### config.mk
export PLATFORM = sky130hd
export DESIGN_NAME = gfpo_top
export DESIGN_NICKNAME = d
export VERILOG_FILES = /design/src/logic/gfpo_pkg.sv /design/src/logic/gfpo_div.sv /design/src/logic/gfpo_top.sv
export VERILOG_INCLUDE_DIRS = /design/src /design/src/logic
export SDC_FILE = /design/constraint.sdc
export NUM_CORES = 1
export LEC_CHECK = 0
export BUFFER_PORTS_ARGS = -buffer_cell sky130_fd_sc_hd__buf_2
export CAP_MARGIN = 10
export CORE_MARGIN = 3
export CORE_UTILIZATION = 50
export CTS_BUF_LIST = sky130_fd_sc_hd__clkbuf_8
export DETAILED_ROUTE_END_ITERATION = 6
export GPL_ROUTABILITY_DRIVEN = 0
export PLACE_DENSITY_LB_ADDON = 0.05
export SYNTH_ARGS = -nofsm -noshare
export SYNTH_HDL_FRONTEND = slang
export SYNTH_SLANG_ARGS = --single-unit
### constraint.sdc
create_clock -name clk -period 21.2 [get_ports clk]
set_input_delay 1.06 -clock clk [delete_from_list [all_inputs] [get_ports clk]]
set_output_delay 1.06 -clock clk [all_outputs]
set_load 0.1 [all_outputs]
### src/logic/gfpo_defines.svh
// object dictionary indices, presets and bit positions for the gear, feed and option block
`ifndef GFPO_DEFINES_SVH
`define GFPO_DEFINES_SVH

`define GFPO_IDX_GEAR 16'h60ed
`define GFPO_IDX_FEED 16'h60ee
`define GFPO_IDX_OPT 16'h60f2
`define GFPO_SUB_COUNT 8'h00
`define GFPO_SUB_VAR 8'h00
`define GFPO_SUB_FIRST 8'h01
`define GFPO_NUM_FB 2
`define GFPO_DRV_RESET 32'h0000_0001
`define GFPO_OPT_RESET 16'h0001
`define GFPO_OPT_WMASK 16'h8fff
`define GFPO_CW_NEW_SP 4
`define GFPO_CW_REL 6
`define GFPO_FRAC_BITS 16

`endif

### src/logic/gfpo_pkg.sv
// types shared by the gear, feed and positioning option block
package gfpo_pkg;

  typedef enum logic [1:0] {
    rel_prev = 2'h0,
    rel_ramp = 2'h1,
    rel_actual = 2'h2,
    rel_rsvd = 2'h3
  } gfpo_rel_t;

  typedef enum logic [1:0] {
    rls_master = 2'h0,
    rls_on_reach = 2'h1,
    rls_asap = 2'h2,
    rls_rsvd = 2'h3
  } gfpo_rls_t;

  // gray order along idle -> ack -> wait_low
  typedef enum logic [1:0] {
    sp_idle = 2'h0,
    sp_ack = 2'h1,
    sp_wait_low = 2'h3
  } gfpo_sp_t;

  typedef struct packed {
    logic vendor_specific_bit;
    logic [2:0] reserved;
    logic [3:0] interpolation_select;
    logic [1:0] rotary_direction_select;
    gfpo_rls_t setpoint_release_select;
    logic [1:0] change_immediate_select;
    gfpo_rel_t relative_reference_select;
  } gfpo_opt_t;

  typedef struct packed {
    logic wr;
    logic rd;
    logic [15:0] index;
    logic [7:0] sub;
    logic [31:0] wdata;
  } gfpo_od_req_t;

  typedef struct packed {
    logic ack;
    logic err;
    logic [31:0] rdata;
  } gfpo_od_rsp_t;

endpackage

### src/logic/gfpo_div.sv
// restoring divider producing an unsigned fixed-point quotient
module gfpo_div #(
  parameter int W = 32,
  parameter int FRAC = 16
) (
  // clock and reset
  input wire logic clk,
  input wire logic rst,
  // operands, sampled on start
  input wire logic start,
  input wire logic [W-1:0] num,
  input wire logic [W-1:0] den,
  // result
  output logic busy,
  output logic done,
  output logic div_zero,
  output logic [W-1:0] quot
);

  localparam int N = W + FRAC;
  localparam int CW = $clog2(N + 1);

  logic [N-1:0] acc;
  logic [W:0] rem;
  logic [W-1:0] den_q;
  logic [CW-1:0] cnt;

  wire [W:0] shifted = {rem[W-1:0], acc[N-1]};
  wire fits = shifted >= {1'b0, den_q};
  wire [W:0] diff = shifted - {1'b0, den_q};
  wire [N-1:0] next_acc = {acc[N-2:0], fits};

  always_ff @(posedge clk or posedge rst) begin
    if (rst) begin
      acc <= '0;
      rem <= '0;
      den_q <= '0;
      cnt <= '0;
      busy <= 1'b0;
      done <= 1'b0;
      div_zero <= 1'b0;
      quot <= '0;
    end else begin
      done <= 1'b0;
      if (start && !busy) begin
        if (den == '0) begin
          // a zero denominator saturates instead of hanging the schedule
          done <= 1'b1;
          div_zero <= 1'b1;
          quot <= '1;
        end else begin
          acc <= {num, {FRAC{1'b0}}};
          rem <= '0;
          den_q <= den;
          cnt <= CW'(N);
          busy <= 1'b1;
          div_zero <= 1'b0;
        end
      end else if (busy) begin
        rem <= fits ? diff : shifted;
        acc <= next_acc;
        cnt <= cnt - 1'b1;
        if (cnt == CW'(1)) begin
          busy <= 1'b0;
          done <= 1'b1;
          quot <= (next_acc[N-1:W] != '0) ? '1 : next_acc[W-1:0];
        end
      end
    end
  end

endmodule

### src/logic/gfpo_top.sv
// gear ratio, feed constant and positioning option logic of the drive
`include "gfpo_defines.svh"

// What this block does
// - gear ratio equals motor revs over driving revs
// - feed constant equals feed over driving revs
// - entry zero read-only, reports two channels
// - entry one sensorless, entry two internal encoder
// - driving revs entries 32-bit read/write, preset one
// - 16-bit option word read/write, preset 0001h
// - option word field layout fixed as listed
// - relative reference applies only with controlword bit6
// - select 00 adds to previous target
// - select 01 adds to ramp generator output
// - select 10 adds to actual position
// - device clears new-setpoint, then setpoint acknowledge
// - select 01 releases when target reached
// - select 10 releases at earliest moment
module gfpo_top #(
  parameter int NFB = `GFPO_NUM_FB,
  parameter int W = 32,
  parameter int FRAC = `GFPO_FRAC_BITS
) (
  // clock and reset
  input wire logic clk,
  input wire logic rst,
  // object dictionary access
  input wire gfpo_pkg::gfpo_od_req_t od_req,
  output gfpo_pkg::gfpo_od_rsp_t od_rsp,
  // numerators from the motor shaft and feed objects
  input wire logic [NFB-1:0][W-1:0] motor_revs,
  input wire logic [NFB-1:0][W-1:0] feed_amount,
  // scaled results with FRAC fraction bits
  output logic [NFB-1:0][W-1:0] gear_ratio,
  output logic [NFB-1:0][W-1:0] feed_const,
  output logic [NFB-1:0] gear_zero,
  output logic [NFB-1:0] feed_zero,
  // profile position move
  input wire logic [15:0] ctrl_word,
  input wire logic signed [W-1:0] target_in,
  input wire logic signed [W-1:0] ramp_pos,
  input wire logic signed [W-1:0] actual_pos,
  input wire logic target_reached,
  output logic signed [W-1:0] abs_target,
  output logic target_load,
  output logic setpoint_ack,
  output logic new_sp_release,
  // option word towards the rest of the drive
  output gfpo_pkg::gfpo_opt_t opt
);

  localparam int IW = (NFB > 1) ? $clog2(NFB) : 1;

  function automatic logic sub_ok(input logic [7:0] s);
    return (s >= `GFPO_SUB_FIRST) && (s <= 8'(NFB));
  endfunction

  // subindex one maps to channel zero, the sensorless feedback
  function automatic logic [IW-1:0] fb_idx(input logic [7:0] s);
    logic [7:0] d;
    d = s - `GFPO_SUB_FIRST;
    return d[IW-1:0];
  endfunction

  // ---------------- object dictionary decode
  wire req = od_req.wr | od_req.rd;
  wire is_gear = od_req.index == `GFPO_IDX_GEAR;
  wire is_feed = od_req.index == `GFPO_IDX_FEED;
  wire is_opt = od_req.index == `GFPO_IDX_OPT;
  wire arr_entry = (is_gear | is_feed) && sub_ok(od_req.sub);
  wire arr_count = (is_gear | is_feed) && (od_req.sub == `GFPO_SUB_COUNT);
  wire opt_hit = is_opt && (od_req.sub == `GFPO_SUB_VAR);
  wire [IW-1:0] wi = fb_idx(od_req.sub);
  wire wr_gear = od_req.wr && is_gear && arr_entry;
  wire wr_feed = od_req.wr && is_feed && arr_entry;
  wire wr_opt = od_req.wr && opt_hit;
  wire rd_valid = arr_count | arr_entry | opt_hit;
  wire wr_valid = arr_entry | opt_hit;

  logic [NFB-1:0][W-1:0] drv_gear;
  logic [NFB-1:0][W-1:0] drv_feed;
  logic [31:0] rd_data;

  always_ff @(posedge clk or posedge rst) begin
    if (rst) begin
      for (int i = 0; i < NFB; i++) begin
        drv_gear[i] <= W'(`GFPO_DRV_RESET);
      end
    end else if (wr_gear) begin
      drv_gear[wi] <= W'(od_req.wdata);
    end
  end

  always_ff @(posedge clk or posedge rst) begin
    if (rst) begin
      for (int i = 0; i < NFB; i++) begin
        drv_feed[i] <= W'(`GFPO_DRV_RESET);
      end
    end else if (wr_feed) begin
      drv_feed[wi] <= W'(od_req.wdata);
    end
  end

  // reserved bits are dropped on write so they always read as zero
  always_ff @(posedge clk or posedge rst) begin
    if (rst) begin
      opt <= gfpo_pkg::gfpo_opt_t'(`GFPO_OPT_RESET);
    end else if (wr_opt) begin
      opt <= gfpo_pkg::gfpo_opt_t'(od_req.wdata[15:0] & `GFPO_OPT_WMASK);
    end
  end

  always_comb begin
    rd_data = '0;
    if (arr_count) begin
      rd_data = 32'(NFB);
    end else if (is_gear && arr_entry) begin
      rd_data = 32'(drv_gear[wi]);
    end else if (is_feed && arr_entry) begin
      rd_data = 32'(drv_feed[wi]);
    end else if (opt_hit) begin
      rd_data = 32'(opt);
    end
  end

  // a write to the count entry is refused like an unmapped object
  always_ff @(posedge clk or posedge rst) begin
    if (rst) begin
      od_rsp <= '0;
    end else begin
      od_rsp.ack <= req;
      od_rsp.err <= od_req.wr ? !wr_valid : (od_req.rd && !rd_valid);
      od_rsp.rdata <= (od_req.rd && !od_req.wr) ? rd_data : '0;
    end
  end

  // ---------------- ratio computation, one shared divider in round robin
  logic [IW-1:0] slot_ch;
  logic slot_feed;
  logic div_go;
  logic div_wait;
  wire div_busy;
  wire div_done;
  wire div_zero_w;
  wire [W-1:0] div_quot;

  wire [W-1:0] div_num = slot_feed ? feed_amount[slot_ch] : motor_revs[slot_ch];
  wire [W-1:0] div_den = slot_feed ? drv_feed[slot_ch] : drv_gear[slot_ch];

  gfpo_div #(
    .W(W),
    .FRAC(FRAC)
  ) u_div (
    .clk(clk),
    .rst(rst),
    .start(div_go),
    .num(div_num),
    .den(div_den),
    .busy(div_busy),
    .done(div_done),
    .div_zero(div_zero_w),
    .quot(div_quot)
  );

  // results lag a register change by up to one full round of the divider plus one division
  always_ff @(posedge clk or posedge rst) begin
    if (rst) begin
      slot_ch <= '0;
      slot_feed <= 1'b0;
      div_go <= 1'b0;
      div_wait <= 1'b0;
    end else begin
      div_go <= 1'b0;
      if (!div_wait && !div_busy) begin
        div_go <= 1'b1;
        div_wait <= 1'b1;
      end else if (div_done) begin
        div_wait <= 1'b0;
        if (slot_ch == IW'(NFB - 1)) begin
          slot_ch <= '0;
          slot_feed <= !slot_feed;
        end else begin
          slot_ch <= slot_ch + 1'b1;
        end
      end
    end
  end

  always_ff @(posedge clk or posedge rst) begin
    if (rst) begin
      gear_ratio <= '0;
      feed_const <= '0;
      gear_zero <= '0;
      feed_zero <= '0;
    end else if (div_done) begin
      if (slot_feed) begin
        feed_const[slot_ch] <= div_quot;
        feed_zero[slot_ch] <= div_zero_w;
      end else begin
        gear_ratio[slot_ch] <= div_quot;
        gear_zero[slot_ch] <= div_zero_w;
      end
    end
  end

  // ---------------- new setpoint and target
  wire nsp = ctrl_word[`GFPO_CW_NEW_SP];
  wire rel_move = ctrl_word[`GFPO_CW_REL];
  gfpo_pkg::gfpo_sp_t sp_st;
  gfpo_pkg::gfpo_rls_t rls_mode;
  logic nsp_q;
  logic signed [W-1:0] base;
  logic signed [W-1:0] next_target;

  wire accept = (sp_st == gfpo_pkg::sp_idle) && nsp && !nsp_q;
  wire do_release = (sp_st == gfpo_pkg::sp_ack)
    && ((rls_mode == gfpo_pkg::rls_asap)
    || ((rls_mode == gfpo_pkg::rls_on_reach) && target_reached));

  // abs_target doubles as the previous target; it resets to zero for the first move
  always_comb begin
    base = '0;
    case (opt.relative_reference_select)
      gfpo_pkg::rel_ramp: base = ramp_pos;
      gfpo_pkg::rel_actual: base = actual_pos;
      default: base = abs_target;
    endcase
    next_target = rel_move ? base + target_in : target_in;
  end

  always_ff @(posedge clk or posedge rst) begin
    if (rst) begin
      abs_target <= '0;
      target_load <= 1'b0;
    end else begin
      target_load <= accept;
      if (accept) begin
        abs_target <= next_target;
      end
    end
  end

  // release mode is frozen at accept so a later option write cannot strand the handshake
  always_ff @(posedge clk or posedge rst) begin
    if (rst) begin
      sp_st <= gfpo_pkg::sp_idle;
      rls_mode <= gfpo_pkg::rls_master;
      setpoint_ack <= 1'b0;
      new_sp_release <= 1'b0;
      nsp_q <= 1'b0;
    end else begin
      nsp_q <= nsp;
      new_sp_release <= 1'b0;
      case (sp_st)
        gfpo_pkg::sp_idle: begin
          if (accept) begin
            setpoint_ack <= 1'b1;
            sp_st <= gfpo_pkg::sp_ack;
            if (opt.setpoint_release_select == gfpo_pkg::rls_rsvd) begin
              rls_mode <= gfpo_pkg::rls_master;
            end else begin
              rls_mode <= opt.setpoint_release_select;
            end
          end
        end
        gfpo_pkg::sp_ack: begin
          if (do_release) begin
            new_sp_release <= 1'b1;
            sp_st <= gfpo_pkg::sp_wait_low;
          end else if ((rls_mode == gfpo_pkg::rls_master) && !nsp) begin
            setpoint_ack <= 1'b0;
            sp_st <= gfpo_pkg::sp_idle;
          end
        end
        gfpo_pkg::sp_wait_low: begin
          if (!nsp) begin
            setpoint_ack <= 1'b0;
            sp_st <= gfpo_pkg::sp_idle;
          end
        end
        default: begin
          sp_st <= gfpo_pkg::sp_idle;
        end
      endcase
    end
  end
endmodule

After elaboration in Yosys (flattened, before gate mapping)
Cells that the tools add are included.
- flip-flop bits (word level): 504
- bits of input ports: 301
- output and inout bits: 217
- logic and storage cells: 200
- $add $sub $neg: 5
- order comparisons: 7
- equality and inequality tests: 18
- muxes and demuxes: 74
- bitwise operators: 8
- reduce and logical (&&, ||, !) cells: 50
- operators by type and width (operator ; number):
    $mux 32 ; 30
    $bwmux 64 ; 4
    $mux 48 ; 3
    $demux 32 s1 ; 2
    $pmux 32 s2 ; 1
    $eq 16x15->1 const B ; 3
    $ge 33x32->1 ; 1
    $add 32x32->32 ; 1
    $logic_not 32->1 ; 1
    $sub 32x32->32 ; 1
    $logic_and 1x1->1 ; 22
    $mux 1 ; 20
    $mux 6 ; 3
    $mux 16 ; 1
    $reduce_bool 16->1 ; 1
    $reduce_and 2->1 ; 6
    $mux 2 ; 5
    $ne 2x2->1 const B ; 5
    $reduce_and 3->1 ; 3
    $eq 2x2->1 const B ; 4
    $ge 8x1->1 const B ; 1
    $le 8x2->1 const B ; 1
    $logic_not 1->1 ; 8
    $logic_not 8->1 ; 1
    20 further kinds ; 34

Depth between registers and ports, before layout
- depth after elaboration: 8
- gate-level depth with buffers: 19
- mapped depth without buffers: 17

By module
Synthesis repeated with hierarchy kept, for this count alone.
- cell total of the unflattened synthesis: 2339
- area, all modules: 26427.8 µm²
- modules (own cells, without submodules) (module ; times used ; cells an instance ; area an instance (µm²) ; seq. area each (µm²)):
    gfpo_top ; 1 ; 1422 ; 17973.5 ; 8789.7
    gfpo_div ; 1 ; 917 ; 8454.4 ; 3828.7

Worst setup path after synthesis
No wires, ideal clock.
- path kind: register to register
- start point: reg opt[0] (netlist bit)
- end point: reg abs_target[30]
- setup time: 0.083 ns
- arrival: 4.255 ns
- data required time: 21.117 ns
- setup slack: 16.862 ns
- cell stages (with the launch flop): 18
- path buffers: 2
- period minus slack after synthesis: 4.338 ns
- cells stage by stage: dfstp_2 -> inv_1 -> ha_1 -> clkbuf_1 -> clkbuf_1 -> nand2_1 -> o21ai_0 -> ha_1 -> nor2b_1 -> o31a_1 -> o311ai_0 -> o21ba_2 -> o211ai_1 -> a221o_1 -> a31oi_1 -> xnor2_1 -> mux2i_1 -> o21ai_0
- longest elaborated chain between the ends: 4
- elaborated cells on any way between the ends: 5
- those cells by class: 1 x add/sub; 2 x eq/ne; 2 x mux
- RTL lines (item ; RTL line ; RTL):
    start: declaration ; gfpo_top.sv:49 ; output gfpo_pkg::gfpo_opt_t opt
    start signal: assignment ; gfpo_top.sv:107 ; opt <= gfpo_pkg::gfpo_opt_t'(`GFPO_OPT_RESET);
    start signal: assignment ; gfpo_top.sv:109 ; opt <= gfpo_pkg::gfpo_opt_t'(od_req.wdata[15:0] & `GFPO_OPT_WMASK);
    $eq 2x2->1 / $eq 2x1->1 (equally long branches) ; gfpo_top.sv:223 ; case (opt.relative_reference_select)
    $pmux 32 s2 (*) ; gfpo_top.sv:223 ;
    $add 32x32->32 (*) ; gfpo_top.sv:228 ; next_target = rel_move ? base + target_in : target_in;
    $mux 32 (*) ; gfpo_top.sv:228 ;
    end signal: assignment ; gfpo_top.sv:238 ; abs_target <= next_target;
    end: declaration ; gfpo_top.sv:44 ; output logic signed [W-1:0] abs_target,
Every way passes the cells marked *; elsewhere a longest branch is shown, timed or not.
A chain may end at the register's enable or synchronous reset.

Worst setup path after layout
- start point: reg slot_ch
- end point: reg u_div.acc[21]
- longest elaborated chain between the ends: 6
- elaborated cells on any way between the ends: 15
- those cells by class: 1 x eq/ne; 12 x mux; 2 x reduce/logical
- RTL lines (item ; RTL line ; RTL):
    start: declaration ; gfpo_top.sv:138 ; logic [IW-1:0] slot_ch;
    start signal: assignment ; gfpo_top.sv:183 ; slot_ch <= slot_ch + 1'b1;
    $mux 32 (implied by the code) (2 in series) ; gfpo_top.sv:148 ; wire [W-1:0] div_den = slot_feed ? drv_feed[slot_ch] : drv_gear[slot_ch];
    $mux 32 ; gfpo_top.sv:148 ;
    $logic_not 32->1 ; gfpo_div.sv:46 ; if (den == '0) begin
    $ne 2x2->1 (no source line) ; n/a ;
    $reduce_and 2->1 (no source line) ; n/a ;
    end signal: assignment ; gfpo_div.sv:52 ; acc <= {num, {FRAC{1'b0}}};
    end signal: assignment ; gfpo_div.sv:61 ; acc <= next_acc;
    end: declaration ; gfpo_div.sv:23 ; logic [N-1:0] acc;
Parallel ways exist; a longest one is shown, timed or not. The select of a mux whose other input is x is not followed.

==> run summary <==
Seq cells post-synth - 504
Design Power - 0.00261 W
Slew Viols, Final - 0
Register area share after synthesis - 0.490
HPWL after DPL - 48.1 mm
Required time of the critical path - 21680 ps
Row count - 82
Synth Instances - 2362
CP Data Arrival Time - 5890 ps
CP delay by family, top - buffers and inverters
Crit path launch type - flip-flop
Setup violations, final - 0
Detail Route Antenna Nets - 0
Worst setup EP type - flip-flop
CP max-delay cell - a21oi_4
WL final - 69.7 mm
CP peak stage delay - 910 ps
RSZ-0062 raised after global routing - no
Postcts setup bufs - 0
CTS buffer count - 87
WL/cell - 19.5 um
Largest area contributor in the netlist - dfrtp_1
Post-route minimum period - 5410 ps
Fin nets - 3209
DRC errors left - 0
FMAX - 185 MHz
Die H - 233 um
Initial drt markers - 1211
I/O Pins - 518
Most used cell, CP - buf_4
Layout area overhead - 18.9%
Initial antenna violation count - 5
Post-CTS Hold Fix Bufs - 0
Crit path cell chain - buf_4 > mux4_2 > nor4_1 > nand4_1 > nor2_1 > inv_2 > a21oi_4 > buf_4 > o21ai_0
Share of cells above drive strength 1 - 0.333
Vias per inst - 5.61
Fin. Hold Viols - 0
CORE AREA - 50600 sq um
Most numerous cell in the Yosys netlist - dfrtp_1
Number of I/O port buffers - 500
Initial Util - 0.509
Die X - 233 um
Prevailing post-synth register cell - dfrtp_1
Max VDD drop - 68.0 uV
Root Buffer - clkbuf_8
Area contributors post-synth - dfrtp_1 48%, mux2_2 9.1%, mux4_2 5.6%
Share of the synthesized area in the top cell type - 0.485
Overflow after GRT - 0
Critical path class - flip-flop to flip-flop
Post-synth ARST share - 1.00
Largest net degree at the start of global routing - 181
Period utilization - 0.255
P_leak - 15.1 nW
Worst-path clk slew - 60 ps
Clk sinks - 504
Min-Delay Path Class - flip-flop to flip-flop
Htree depth - 3
# Max-Cap Violations - 0
Vias in the first global route - 20078
Max Buffers Root-to-Sink - 3
Setup TNS - 0 ps
Via count - 20048
TritonCTS clock tree - built
Status - finished, final reports clean
Worst path bufs/invs - 3
Setup Skew - 37.0 ps
Yosys warns - 0
Post-Syn Area - 25800 sq um
Clock latency at the later pin of the worst-skew pair - 670 ps
Commonest cells in the synthesized netlist - 499 x dfrtp_1, 262 x nand2_1, 240 x o21ai_0, 209 x mux2_2, 147 x a21oi_1
Synth cell types - 70
Power per Cell Area - 85.3 nW/um^2
Crit path max fanout - 78
Die ar. - 54300 sq um
GRT Overall Usage - 0.252
EDFF count, synth - 0
Post-cts repair resize count - 0
Worst Max-Slew Pin Slew - 1150 ps
First-pass GRT wire length - 109 mm
Slew headroom - 0.235
Initial DRT Pass Iterations - 6
Mean Syn Cell Area - 10.9 sq um
-- worst paths after layout --
| path | startpoint | depth (start not counted) | endpoint | slack, ps |
|---|---|---|---|---|
| max in group asynchronous | rst | 4 | u_div.rem[23]$_DFFE_PP0P_ | 18240 |
| hold / removal | feed_const[11]$_DFFE_PP0P_ | 2 | feed_const[11]$_DFFE_PP0P_ | 470 |
| setup reg to reg | slot_ch$_DFFE_PP0P_ | 9 | u_div.acc[21]$_DFFE_PP0P_ | 15790 |
| min in group asynchronous | rst | 2 | gear_ratio[33]$_DFFE_PP0P_ | 530 |
| setup / recovery | slot_ch$_DFFE_PP0P_ | 9 | u_div.acc[21]$_DFFE_PP0P_ | 15790 |
| hold reg to reg | feed_const[11]$_DFFE_PP0P_ | 2 | feed_const[11]$_DFFE_PP0P_ | 470 |
-- cell families after synthesis --
logic type	after synthesis	share of synthesized area
compound gates	584	0.136
simple gates	509	0.0886
flops	504	0.490
mux	393	0.194
buf+inv	242	0.0367
fa+ha+maj	71	0.0351
xor+xnor	58	0.0197
other cells	1	0.000146
-- layer usage --
layer / share of wire / GRT usage
met1: 0.44 / 0.343
met5: 0.00047 / 0
met4: 0.018 / 0.0697
met3: 0.055 / 0.0446
met2: 0.49 / 0.418
-- tightest hold or removal path, cell delays in order (launching register included) --
cell and delay [ps]:
dfrtp_1 340, nand2_1 40, o21ai_0 60
-- sequential cells by signal (all words and copies together) (netlist names), 6 cells and up --
| name | flops |
|---|---|
| drv_feed | 64 |
| opt | 13 |
| u_div.quot | 32 |
| od_rsp | 34 |
| gear_ratio | 64 |
| u_div.acc | 48 |
| abs_target | 32 |
| u_div.den_q | 32 |
| feed_const | 64 |
| u_div.rem | 32 |
| u_div.cnt | 6 |
| drv_gear | 64 |
-- cell usage in the layout (no fill, tap or decap), types with 10 or more instances in the layout --
cell type  netlist  layout
nand3_1         23      20
mux2i_1        120     120
nor3_1          41      40
o31ai_1         11      11
mux4_2          64      64
buf_4            3      30
nand4_1         10      10
a22oi_1         32      32
nor2b_1         14      13
clkbuf_8         0     112
a21o_1          28      28
nor4_1          15      15
buf_2           20     499
nor2_1          85      85
ha_1            69      69
a22o_1          16      16
o22a_1          21      21
inv_1           95     114
xnor2_1         35      35
nand2_1        262     262
mux2_2         209     209
o22ai_1         13      13
and3_1          15      15
o21bai_1        12      12
clkinv_2         0      15
a21oi_1        147     146
o21ai_0        240     240
xor2_1          23      23
dfrtp_1        499     497
-- power breakdown --
group          internal [W]  switching [W]
clock network      0.000488       0.000408
registers           0.00100      0.0000318
logic              0.000176       0.000506
-- layout make-up --
| cell class | instances | area [sq um] |
|---|---|---|
| multi-input cells | 1618 | 12300 |
| clock buffers | 112 | 1540 |
| flip-flops and latches | 504 | 12600 |
| well taps | 672 | 841 |
| repair buffers | 530 | 2740 |
| inverters | 96 | 368 |
| fillers | 4303 | 19900 |
| clock inverters | 42 | 244 |
| diodes | 2 | 5.00 |
-- stage by stage --
stage	util	setup slack, ps	instances	hold WS (ps)	instance area, sq um
floorplan	-	6080	2364	455	25800
CTS	0.606	15670	3574	477	30600
detailed placement	0.570	15720	3420	465	28800
finish	0.606	15790	3576	470	30600
global route	0.606	15180	3575	491	30600
global placement	0.570	15830	3420	456	28800
Power figures use the tool's default switching activity.
